`config.mk`:
```
export PLATFORM = sky130hd
export DESIGN_NAME = sampling_adc_host_interface
export DESIGN_NICKNAME = d
export VERILOG_FILES = /design/src/design/adc_pkg.sv /design/src/design/stream_if.sv /design/src/design/conv_clock_gen.sv /design/src/design/result_fifo.sv /design/src/design/sampling_adc_host_interface.sv
export VERILOG_INCLUDE_DIRS = /design/src /design/src/design
export SDC_FILE = /design/constraint.sdc
export NUM_CORES = 1
export LEC_CHECK = 0
export ABC_CLOCK_PERIOD_IN_PS = 5900
export BUFFER_PORTS_ARGS = -buffer_cell sky130_fd_sc_hd__buf_4
export CORE_ASPECT_RATIO = 0.7
export CORE_MARGIN = 10
export CORE_UTILIZATION = 45
export DETAILED_ROUTE_END_ITERATION = 10
export GPL_TIMING_DRIVEN = 0
export PLACE_DENSITY_LB_ADDON = 0.15
export SLEW_MARGIN = 20
export SYNTH_ARGS = -nofsm -noshare
export SYNTH_HDL_FRONTEND = slang
export SYNTH_SLANG_ARGS = --single-unit
```
`constraint.sdc`:
```
create_clock -name clk -period 5.9 [get_ports clk]
set_clock_uncertainty 0.1 [all_clocks]
set_input_delay 1.18 -clock clk [delete_from_list [all_inputs] [get_ports clk]]
set_output_delay 1.18 -clock clk [all_outputs]
set_load 0.01 [all_outputs]
```
`src/design/adc_defs.svh`:
```
`ifndef ADC_DEFS_SVH
`define ADC_DEFS_SVH

// System clock and internal converter clock
`define CLK_FREQ_MHZ 100
`define CONV_CLK_PERIOD_NS 400
`define CONV_HALF_DIV ((`CONV_CLK_PERIOD_NS * `CLK_FREQ_MHZ) / 2000)

// Result and serial word layout
`define RESULT_W 12
`define BYTE_W 8
`define SER_WORD_BITS 16
`define RESULT_RESET 12'h000
`define SAR_FIRST_TRIAL 12'h800
`define SAR_TOP_BIT 4'hb

// Converter clock ticks of one conversion frame
`define TICK_FRAME_START 5'd1
`define TICK_LAST_DECISION 5'd12
`define TICK_LAST_ZERO 5'd4
`define TICK_LAST_BIT 5'd16
`define TICK_END 5'd17

// Output enable masks of the parallel bus
`define OE_WORD 12'hfff
`define OE_BYTE 12'h0ff

// Serial pin positions in the open-drain pin vector
`define SER_FRAME_STROBE 0
`define SER_CLOCK 1
`define SER_OUT_LINE 2

`define FIFO_DEPTH 4

`endif

```
`src/design/adc_pkg.sv`:
```
package adc_pkg;
    // Level of the three-function format pin
    typedef enum logic [1:0] {FMT_PARALLEL, FMT_SERIAL_BURST, FMT_SERIAL_CONT} format_t;
    typedef enum logic {ST_IDLE, ST_CONVERT} conv_state_t;
endpackage : adc_pkg

```
`src/design/stream_if.sv`:
```
interface stream_if #(parameter int W = 12);
    logic valid;
    logic ready;
    logic [W-1:0] data;
    modport src (output valid, output data, input ready);
    modport snk (input valid, input data, output ready);
endinterface : stream_if

```
`src/design/conv_clock_gen.sv`:
```
`include "adc_defs.svh"

// Converter clock: internal divider or sampled external clock
module conv_clock_gen #(
    parameter int HALF_DIV = `CONV_HALF_DIV
) (
    input wire logic clk, // system clock
    input wire logic nrst, // async reset, active low
    input wire logic clk_en, // freezes state when low
    input wire logic ext_select, // 1: use external clock
    input wire logic ext_clock, // external converter clock
    output logic level, // converter clock level
    output logic rise // one-cycle pulse on rising edge
);
    localparam int CW = $clog2(HALF_DIV + 1);
    logic [CW-1:0] cnt;

    // Divider counter, idle while the external clock is used
    always_ff @(posedge clk or negedge nrst)
    begin
        if (!nrst)
            cnt <= '0;
        else if (clk_en)
        begin
            if (ext_select || cnt == CW'(HALF_DIV - 1))
                cnt <= '0;
            else
                cnt <= cnt + 1'b1;
        end
    end

    // Level and rising-edge pulse from whichever source is active
    always_ff @(posedge clk or negedge nrst)
    begin
        if (!nrst)
        begin
            level <= 1'b0;
            rise <= 1'b0;
        end
        else if (clk_en)
        begin
            if (ext_select)
            begin
                level <= ext_clock;
                rise <= ext_clock & ~level;
            end
            else if (cnt == CW'(HALF_DIV - 1))
            begin
                level <= ~level;
                rise <= ~level;
            end
            else
                rise <= 1'b0;
        end
    end
endmodule : conv_clock_gen

```
`src/design/result_fifo.sv`:
```
// Small result FIFO; storage is flops, read data straight from them
module result_fifo #(
    parameter int W = 12,
    parameter int DEPTH = 4
) (
    input wire logic clk, // system clock
    input wire logic nrst, // async reset, active low
    input wire logic clk_en, // freezes state when low
    stream_if.snk wr, // fill side
    output logic rd_valid, // head word present
    input wire logic rd_ready, // drain side takes head
    output logic [W-1:0] rd_data // head word
);
    localparam int AW = $clog2(DEPTH);
    logic [W-1:0] mem [DEPTH];
    logic [AW-1:0] wp;
    logic [AW-1:0] rp;
    logic [AW:0] count;
    logic push;
    logic pop;

    assign wr.ready = count != (AW + 1)'(DEPTH);
    assign rd_valid = count != '0;
    assign rd_data = mem[rp];
    assign push = wr.valid && wr.ready;
    assign pop = rd_valid && rd_ready;

    // Storage has no reset; only pointers and fill count need defined values
    always_ff @(posedge clk)
    begin
        if (clk_en && push)
            mem[wp] <= wr.data;
    end

    // Pointers and fill level
    always_ff @(posedge clk or negedge nrst)
    begin
        if (!nrst)
        begin
            wp <= '0;
            rp <= '0;
            count <= '0;
        end
        else if (clk_en)
        begin
            if (push)
                wp <= (wp == AW'(DEPTH - 1)) ? '0 : wp + 1'b1;
            if (pop)
                rp <= (rp == AW'(DEPTH - 1)) ? '0 : rp + 1'b1;
            if (push && !pop)
                count <= count + 1'b1;
            else if (pop && !push)
                count <= count - 1'b1;
        end
    end
endmodule : result_fifo

```
`src/design/sampling_adc_host_interface.sv`:
```
`include "adc_defs.svh"

// How it works
// - Start falling edge begins conversion, enters hold
// - Track/hold returns to tracking at completion
// - Format pin high gives parallel only
// - Parallel format drives all twelve bits together
// - Byte read: low byte, or zero-padded high nibble
// - Serial formats reuse three upper pins
// - Serial word: four zeros, then result MSB first
// - Bit changes on clock rise, valid on fall
// - Strobe low within three clocks of start
// - Serial lines are open-drain, pull low only
// - Serial clock follows active converter clock source
// - Continuous serial clock at -5 V, burst at 0 V
// - End flag idles high, goes low when done
// - End flag cleared by first read falling edge
// - Parallel drivers enabled only while reading
// - Held read shows the new result, flag stays low
// - No serial output in parallel format
// - Start accepted independent of clock and reads
// - Result is two's complement
module sampling_adc_host_interface #(
    parameter int HALF_DIV = `CONV_HALF_DIV,
    parameter int FIFO_DEPTH = `FIFO_DEPTH
) (
    input wire logic clk, // system clock
    input wire logic nrst, // async reset, active low
    input wire logic clk_en, // freezes all state when low
    input wire logic conversion_start_n, // falling edge starts conversion
    input wire logic cs_n, // chip select, active low
    input wire logic rd_n, // read strobe, active low
    input wire logic high_byte_select, // byte format: 1 selects high byte
    input wire adc_pkg::format_t format, // level of the format pin
    input wire logic ext_clock_select, // 1: external converter clock
    input wire logic ext_conv_clock, // external converter clock
    input wire logic comparator_above, // input at or above the trial level
    output logic track_hold_hold, // 1: hold, 0: track
    output logic [`RESULT_W-1:0] dac_trial, // trial code to the DAC
    output logic end_of_conversion_n, // end of conversion flag
    output logic [`RESULT_W-1:0] data_bus_out, // parallel data
    output logic [`RESULT_W-1:0] data_bus_oe, // parallel drive enables
    input wire logic [2:0] serial_pins_in, // serial pin levels, unused
    output logic [2:0] serial_pins_out, // always low, open drain
    output logic [2:0] serial_pins_oe, // 1: pulling the pin low
    output logic result_valid, // result stream word present
    input wire logic result_ready, // result stream consumer ready
    output logic [`RESULT_W-1:0] result_data, // result stream word
    output logic busy // conversion in progress
);
    import adc_pkg::*;

    // Sequencer
    conv_state_t state;
    logic [4:0] tick_cnt;
    logic [4:0] tick_next;

    // Successive approximation and result
    logic [3:0] sar_bit;
    logic [`RESULT_W-1:0] kept;
    logic [`RESULT_W-1:0] next_trial;
    logic [`RESULT_W-1:0] result_word;
    logic [`RESULT_W-1:0] result;
    logic [`RESULT_W-1:0] next_bus;

    // Start and read strobe edges
    logic start_prev;
    logic start_fall;
    logic start_accept;
    logic read_active;
    logic read_prev;
    logic read_fall;

    // Converter clock ticks
    logic conv_level;
    logic conv_rise;
    logic conv_tick;
    logic conv_done;

    // Serial frame
    logic [3:0] ser_sel;
    logic frame;
    logic ser_bit;
    logic serial_mode;

    stream_if #(.W(`RESULT_W)) push ();

    // Converter clock from internal divider or external source
    conv_clock_gen #(
        .HALF_DIV(HALF_DIV)
    ) u_clock (
        .clk(clk),
        .nrst(nrst),
        .clk_en(clk_en),
        .ext_select(ext_clock_select),
        .ext_clock(ext_conv_clock),
        .level(conv_level),
        .rise(conv_rise)
    );

    // Completed results queue for a streaming consumer
    result_fifo #(
        .W(`RESULT_W),
        .DEPTH(FIFO_DEPTH)
    ) u_fifo (
        .clk(clk),
        .nrst(nrst),
        .clk_en(clk_en),
        .wr(push),
        .rd_valid(result_valid),
        .rd_ready(result_ready),
        .rd_data(result_data)
    );

    // Start edge; refused while busy or with the queue full
    assign start_fall = start_prev & ~conversion_start_n;
    assign start_accept = (state == ST_IDLE) && start_fall && push.ready;

    // Converter ticks only count inside a conversion
    assign conv_tick = (state == ST_CONVERT) && conv_rise;
    assign tick_next = tick_cnt + 5'd1;
    assign conv_done = conv_tick && (tick_next == `TICK_END);

    // Read strobe is both selects low together
    assign read_active = ~cs_n & ~rd_n;
    assign read_fall = read_active & ~read_prev;

    // Format pin and status
    assign serial_mode = (format != FMT_PARALLEL);
    assign busy = (state == ST_CONVERT);

    // Offset-binary search word turned into two's complement
    assign result_word = {~dac_trial[`RESULT_W-1], dac_trial[`RESULT_W-2:0]};

    // Completed word enters the FIFO; space was checked at start
    assign push.valid = conv_done;
    assign push.data = result_word;

    // Start history; resets high so a pin held low counts as an edge
    always_ff @(posedge clk or negedge nrst)
    begin
        if (!nrst)
            start_prev <= 1'b1;
        else if (clk_en)
            start_prev <= conversion_start_n;
    end

    // Read strobe history; idle level so reset makes no false edge
    always_ff @(posedge clk or negedge nrst)
    begin
        if (!nrst)
            read_prev <= 1'b0;
        else if (clk_en)
            read_prev <= read_active;
    end

    // Conversion state; starts during a conversion are ignored
    always_ff @(posedge clk or negedge nrst)
    begin
        if (!nrst)
            state <= ST_IDLE;
        else if (clk_en)
        begin
            case (state)
                ST_IDLE:
                begin
                    if (start_accept)
                        state <= ST_CONVERT;
                end
                ST_CONVERT:
                begin
                    if (conv_done)
                        state <= ST_IDLE;
                end
                default:
                    state <= ST_IDLE;
            endcase
        end
    end

    // Tick count within the frame, cleared at each accepted start
    always_ff @(posedge clk or negedge nrst)
    begin
        if (!nrst)
            tick_cnt <= 5'd0;
        else if (clk_en)
        begin
            if (start_accept)
                tick_cnt <= 5'd0;
            else if (conv_tick)
                tick_cnt <= tick_next;
        end
    end

    // Track/hold: hold from the accepted start to the last tick
    always_ff @(posedge clk or negedge nrst)
    begin
        if (!nrst)
            track_hold_hold <= 1'b0;
        else if (clk_en)
        begin
            if (start_accept)
                track_hold_hold <= 1'b1;
            else if (conv_done)
                track_hold_hold <= 1'b0;
        end
    end

    // Keep or drop the bit on trial, then try the next lower one
    always_comb
    begin
        kept = dac_trial;
        if (!comparator_above)
            kept[sar_bit] = 1'b0;
        next_trial = kept;
        if (sar_bit != 4'h0)
            next_trial[sar_bit - 4'h1] = 1'b1;
    end

    // Successive approximation, one decision per converter tick for ticks 1 to 12
    always_ff @(posedge clk or negedge nrst)
    begin
        if (!nrst)
            dac_trial <= `RESULT_RESET;
        else if (clk_en)
        begin
            if (start_accept)
                dac_trial <= `SAR_FIRST_TRIAL;
            else if (conv_tick && tick_next <= `TICK_LAST_DECISION)
                dac_trial <= next_trial;
        end
    end

    // Bit under trial walks down from the top; stops at bit 0
    always_ff @(posedge clk or negedge nrst)
    begin
        if (!nrst)
            sar_bit <= `SAR_TOP_BIT;
        else if (clk_en)
        begin
            if (start_accept)
                sar_bit <= `SAR_TOP_BIT;
            else if (conv_tick && tick_next <= `TICK_LAST_DECISION && sar_bit != 4'h0)
                sar_bit <= sar_bit - 4'h1;
        end
    end

    // Result bit sent at a given tick; bit 11 goes out at tick 5
    assign ser_sel = 4'(`TICK_LAST_BIT - tick_next);

    // Serial frame strobe, low on the pin from tick 1 to tick 16
    always_ff @(posedge clk or negedge nrst)
    begin
        if (!nrst)
            frame <= 1'b0;
        else if (clk_en && conv_tick)
        begin
            if (tick_next == `TICK_FRAME_START)
                frame <= 1'b1;
            else if (tick_next == `TICK_END)
                frame <= 1'b0;
        end
    end

    // Data bit launched on converter clock rise, steady until its fall
    always_ff @(posedge clk or negedge nrst)
    begin
        if (!nrst)
            ser_bit <= 1'b1;
        else if (clk_en && conv_tick)
        begin
            if (tick_next <= `TICK_LAST_ZERO)
                ser_bit <= 1'b0;
            else if (tick_next <= `TICK_LAST_BIT)
                ser_bit <= result_word[ser_sel];
            else
                ser_bit <= 1'b1;
        end
    end

    // Output word register; updated only when a conversion ends
    always_ff @(posedge clk or negedge nrst)
    begin
        if (!nrst)
            result <= `RESULT_RESET;
        else if (clk_en && conv_done)
            result <= result_word;
    end

    // End flag: a completion in the same cycle as a read wins
    always_ff @(posedge clk or negedge nrst)
    begin
        if (!nrst)
            end_of_conversion_n <= 1'b1;
        else if (clk_en)
        begin
            if (conv_done)
                end_of_conversion_n <= 1'b0;
            else if (read_fall)
                end_of_conversion_n <= 1'b1;
        end
    end

    // Format picks word or byte layout of the latched result
    always_comb
    begin
        if (!serial_mode)
            next_bus = result;
        else if (high_byte_select)
            next_bus = {8'h00, result[`RESULT_W-1:`BYTE_W]};
        else
            next_bus = {4'h0, result[`BYTE_W-1:0]};
    end

    // Bus data register; a byte select change shows one clock later
    always_ff @(posedge clk or negedge nrst)
    begin
        if (!nrst)
            data_bus_out <= `RESULT_RESET;
        else if (clk_en)
            data_bus_out <= next_bus;
    end

    // Drivers only while both selects are low; upper pins serve serial
    always_comb
    begin
        if (!read_active)
            data_bus_oe = '0;
        else if (!serial_mode)
            data_bus_oe = `OE_WORD;
        else
            data_bus_oe = `OE_BYTE;
    end

    // Open-drain serial lines only ever pull low
    assign serial_pins_out = 3'h0;
    assign serial_pins_oe[`SER_FRAME_STROBE] = serial_mode & frame;
    assign serial_pins_oe[`SER_OUT_LINE] = serial_mode & frame & ~ser_bit;
    // Clock is the converter clock itself; burst mode stops it after the frame
    assign serial_pins_oe[`SER_CLOCK] = serial_mode & ~conv_level
        & ((format == FMT_SERIAL_CONT) | frame);
endmodule : sampling_adc_host_interface

```
### Word level (Yosys, flattened, before mapping)

Memories as Yosys holds them, arrays and structs flattened.
Index checks and enable logic that the tools add are counted.

| word-level totals | value |
|---|---|
| register bits after elaboration | 66 |
| bits in writable memories | 48 |
| input bits | 16 |
| output and inout port bits | 58 |
| word-level logic and storage cells | 141 |
| memories | 1 |

| cells by class | value |
|---|---|
| add/sub/neg operators | 8 |
| $lt $le $gt $ge | 8 |
| eq/ne operators | 7 |
| multiplexer cells | 40 |
| bitwise logic cells | 20 |
| reduce and logical (&&, ||, !) cells | 39 |

Memory list:

| memory | depth | width | rd ports | clocked after Yosys merged registers in | wr ports | line | RTL |
|---|---|---|---|---|---|---|---|
| u_fifo.mem | 4 | 12 | 1 | 0 | 1 | result_fifo.sv:15 | `logic [W-1:0] mem [DEPTH];` |

Operator list:

| kind | count |
|---|---|
| 2-to-1 mux 12 bit | 7 |
| AND reduction 2 bit | 10 |
| 2-to-1 mux 1 bit | 19 |
| nonzero test 2 bit | 9 |
| logical AND 1 bit | 15 |
| < comparator 4 x 5 -> 1 bit, second input constant | 3 |
| 2-to-1 mux 5 bit | 3 |
| bitwise AND 12 bit | 1 |
| inverter 12 bit | 1 |
| OR 12 bit | 1 |
| adder 5 x 1 -> 5 bit, second input constant | 2 |
| == test 5 bit, second input constant | 2 |
| bitwise AND 1 bit | 8 |
| demux 1 bit (select 4 bit) | 2 |
| >= comparator 4 x 1 -> 1 bit, second input constant | 2 |
| 2-to-1 mux 4 bit | 2 |
| 2-to-1 mux 8 bit | 1 |
| inverter 1 bit | 8 |
| == test 2 bit, second input constant | 3 |
| 2-to-1 mux 3 bit | 2 |
| == test 5 x 1 -> 1 bit, second input constant | 1 |
| <= comparator 5 x 3 -> 1 bit, second input constant | 1 |
| <= comparator 5 x 4 -> 1 bit, second input constant | 1 |
| <= comparator 5 bit, second input constant | 1 |
| 14 further kinds | 17 |

### Depth between registers and ports, before layout

| logic depth | value |
|---|---|
| depth after elaboration | 11 |
| gate-level depth with buffers | 12 |
| gate-level depth less buffers | 11 |

### Modules after synthesis

Synthesis repeated with hierarchy kept, for this count alone.

| unflattened totals | value |
|---|---|
| cell total of the unflattened synthesis | 502 |
| area total of the unflattened synthesis | 5,889.4 um^2 |

By module, submodules not included:

| module | instances | cells an instance | area an instance (um^2) | seq. area each (um^2) |
|---|---|---|---|---|
| sampling_adc_host_interface | 1 | 359 | 3,261.9 | 1,308.8 |
| result_fifo | 1 | 104 | 2,228.4 | 1,616.6 |
| conv_clock_gen | 1 | 39 | 399.1 | 175.2 |

### Least setup slack after synthesis

No wires, ideal clock.

| path | value |
|---|---|
| kind | input to output |
| start point | input port format[1] |
| end point | output port data_bus_oe[10] |
| data arrival time | 2.072 ns |
| required time | 4.620 ns |
| path slack | 2.548 ns |
| stages on the path | 2 |
| path buffers | 1 |
| path through | nor4_1 > buf_4 |

| on the way | value |
|---|---|
| word-level cells in the longest chain between the ends | 3 |

Ends and longest elaborated chain:

| what | line | RTL |
|---|---|---|
| from (decl) | sampling_adc_host_interface.sv:34 | `input wire adc_pkg::format_t format,` |
| nonzero test 2 bit | sampling_adc_host_interface.sv:129 | `assign serial_mode = (format != FMT_PARALLEL);` |
| 2-to-1 mux 12 bit | sampling_adc_host_interface.sv:329 | `else if (!serial_mode)` |
| 2-to-1 mux 12 bit | sampling_adc_host_interface.sv:327 | `if (!read_active)` |
| to (decl) | sampling_adc_host_interface.sv:42 | `` output logic [`RESULT_W-1:0] data_bus_oe, `` |

Every way passes these cells.

### Worst setup path in the final report

| path | value |
|---|---|
| start point | register u_fifo.rp[0] |
| end point | output port result_data[9] |

| on the way | value |
|---|---|
| word-level cells in the longest chain between the ends | 1 |

Ends and longest elaborated chain:

| what | line | RTL |
|---|---|---|
| from (decl) | result_fifo.sv:17 | `logic [AW-1:0] rp;` |
| from (signal assigned) | result_fifo.sv:49 | `rp <= (rp == AW'(DEPTH - 1)) ? '0 : rp + 1'b1;` |
| memory (4 x 12 bit) | - |  |
| to (decl) | sampling_adc_host_interface.sv:48 | `` output logic [`RESULT_W-1:0] result_data, `` |

Every way passes these cells.

==> results.md <==
- Run status: completed
- Total Routing Usage GR: 0.1628
- Crit Path Category: reg -> out
- Commonest cells post-synth: 60 x dfrtp_1, 48 x edfxtp_1, 26 x buf_4
- Core area: 12340 um^2
- Synth Flop Type: dfrtp_1
- Reg2reg start: tick_cnt[0]$_DFFE_PN0P_
- Final Cycle Share: 0.6017
- CTS Sinks: 114
- Post-Route WL: 13910 um
- Overall power: 2.816 mW
- Post-route minimum period: 3550 ps
- Setup TNS: 0 ps
- CP max-delay cell: mux4_2
- Die width: 153.6 um
- Crit-path cells: clkbuf_1, buf_2, mux4_2, buf_4
- Cts hold-fix bufs: 0
- RSZ-0062 raised after global routing: false
- LEAKAGE: 2.969 nW
- Worst setup SP type: flip-flop
- Leading area contributor after synthesis: dfrtp_1
- Crit path DAT: 2270 ps
- Ys async rst share: 0.5789
- P_int: 1.951 mW
- Worst setup EP type: primary output
- Gate power share: 0.214
- Yosys top cell area share: 0.2671
- Gr ovfl total: 0
- Clock transition at path regs: 60 ps
- MaxCap Viol Count: 0
- GPL Wtd Cong: 0.9123
- Final setup fails: 0
- H-tree lvl count: 4
- Clock power share: 0.415
- Vias in the first global route: 3985
- Max incr delay on CP: 580 ps
- TritonCTS Buffers: 17
- Cells after Synth: 457
- DRT iter0 DRCs: 274
- Initial Util: 0.4556
- Required time of the critical path: 4620 ps
- Number of buffers on the longest clock path: 2
- Seq/Total Area, Yosys: 0.5516
- Initial antenna violation count: 0
- Switching pwr: 0.8651 mW
- Final core occ: 0.5676
- 1st-pass router iterations: 5
- PwrDens: 402.1 nW/um^2
- Post-route cell area: 7003 um^2
- Max transition margin: 0.4252
- Wl on met1: 6728 um
- Nets: 575
- N_diodes: 0
- Highest metal layer with signal wires: met4
- Die Area: 17430 um^2
- Slew Limit Fails: 0
- Skew-Pair Late Insertion Delay: 410 ps
- Netlist Area Pre-Place: 5620 um^2
- Met3 WL: 588 um
- Final hold violations: 0
- DR WL met2: 6473 um
- Clk root buf: clkbuf_16
- Distinct cells, synth: 66
- CTS tree: built
- Post-DP HPWL: 9672 um
- Largest cells by area after synthesis: dfrtp_1 27%, edfxtp_1 26%, mux4_2 4.8%
- Synthesized area per cell: 12.30 um^2
- Die Y: 113.5 um
- P&R area growth vs syn: 24.60%
- Worst min-delay path class: reg -> reg
- Setup bufs post-CTS: 0
- Via count: 3969
- Via density: 5.513
- First-pass GRT wire length: 22600 um
- Cts repair resizes: 0
- IO buf count: 67
- Post-DP Area: 6334 um^2
- # fillers: 1028
- I/O pins: 74
- Maximum VDD drop: 0.2161 mV
- Number of enable flip-flop cells after synthesis: 48
- Yosys warns: 0
- Drt wl/cell: 19.33 um
- Switch share: 0.3072
- Most common cell in the netlist: dfrtp_1
- Layout cell share with drive strength beyond 1: 0.3190
- Hold_sp: track_hold_hold$_DFFE_PN0P_
- Crit Path Max Fanout: 10
- Worst slew pin tran: 862.2 ps
- DRC viols: 0
- Site row count: 34
- Final ANT Viol Nets: 0
- Yosys reg bits: 114
- Critical Path Source: u_fifo.rp[0]$_DFFE_PN0P_
- Seq pwr share: 0.371
- Final hold slack: 384.0 ps
- Pin count of the biggest net entering global routing: 67
- Max frequency: 281.7 MHz
## power by group through the flow
stage                     sequential, mW  combinational (mW)  clock (mW)
after CTS                           1.04               0.596        1.18
after global placement              1.05               0.587           0
after global routing                1.06               0.656        1.22
after detailed placement            1.06               0.588           0
after floorplan                     1.01               0.403           0
final                               1.04               0.603        1.17
## per-stage QoR
step	cells	setup WS, ps
floorplan	459	2548
global placement	688	2494
detailed placement	688	2489
CTS	720	2280
global route	720	2187
finish	720	2350
## logic make-up (layout without fill, tap and decap cells)
logic type / after synthesis / count (layout) / share of synthesized area
adder cells (fa/ha/maj): 14 / 14 / 0.03250
AND/OR/NAND/NOR: 118 / 118 / 0.1095
buffers and inverters: 70 / 169 / 0.06523
other: 1 / 3 / 0.0006672
AO/OA/AOI/OAI: 87 / 87 / 0.1133
XOR/XNOR: 7 / 7 / 0.01425
flip-flops: 114 / 114 / 0.5516
multiplexers: 46 / 46 / 0.1129
## routing by layer
metal,global-route usage,up-vias
met1,0.2287,1999
li1,-,1845
met4,0.04645,0
met5,0,-
met3,0.03986,12
met2,0.2454,113
## worst paths after layout
path                                          endpoint  slack (ps)  cells after the start
hold reg to reg            track_hold_hold$_DFFE_PN0P_         380                      2
setup reg to reg           u_fifo.count[2]$_DFFE_PN0P_        2470                     11
hold / removal             track_hold_hold$_DFFE_PN0P_         380                      2
min in group asynchronous  u_fifo.count[1]$_DFFE_PN0P_         740                      1
max in group asynchronous  data_bus_out[5]$_DFFE_PN0P_        4350                      1
setup / recovery                        result_data[9]        2350                      4
## placed cells by master, fill, tap and decap left out, drive strengths merged, types with 2 or more instances in the layout
master	n
mux2i	15
and3	5
xnor2	5
conb	3
a21o	3
buf	99
clkinv	2
dfstp	6
a211oi	4
nand3	25
o21ai	25
nor2	23
o41ai	2
bufinv	5
nand2	25
nand2b	3
o2111ai	2
a31oi	3
o21a	2
nor4	3
ha	13
o31ai	2
dfrtp	60
mux4	12
inv	31
clkbuf	31
xor2	2
edfxtp	48
nor2b	12
a32o	12
nor3	7
a21boi	2
or3	2
a21oi	13
mux2	19
o22ai	5
and2	6
## registers in the layout, indices dropped and copies added (netlist names)
| register | cells |
|---|---|
| tick_cnt | 5 |
| u_fifo.mem | 48 |
| track_hold_hold | 1 |
| start_prev | 1 |
| read_prev | 1 |
| data_bus_out | 12 |
| u_fifo.rp | 2 |
| frame | 1 |
| u_fifo.count | 3 |
| u_clock.rise | 1 |
| u_clock.level | 1 |
| ser_bit | 1 |
| dac_trial | 12 |
| result | 12 |
| u_clock.cnt | 5 |
| u_fifo.wp | 2 |
| end_of_conversion_n | 1 |
| sar_bit | 4 |
| busy | 1 |
## worst max-delay path: cells and delay by family, from the launching register on
kind | cells | cell delay (ps)
DFF | 1 | 360
muxes | 1 | 580
buffers and inverters | 3 | 920
## layout make-up
type	count	area [um^2]	area share
Sequential cell	114	3100	0.4427
Multi-Input combinational cell	275	2161	0.3086
Inverter	24	90.09	0.01286
Timing Repair Buffer	67	503.0	0.07182
Clock inverter	15	244.0	0.03484
Tap cell	162	202.7	0.02894
Buffer	46	276.5	0.03949
Clock buffer	17	425.4	0.06075
Note: power is estimated with default switching activity, not from simulation.
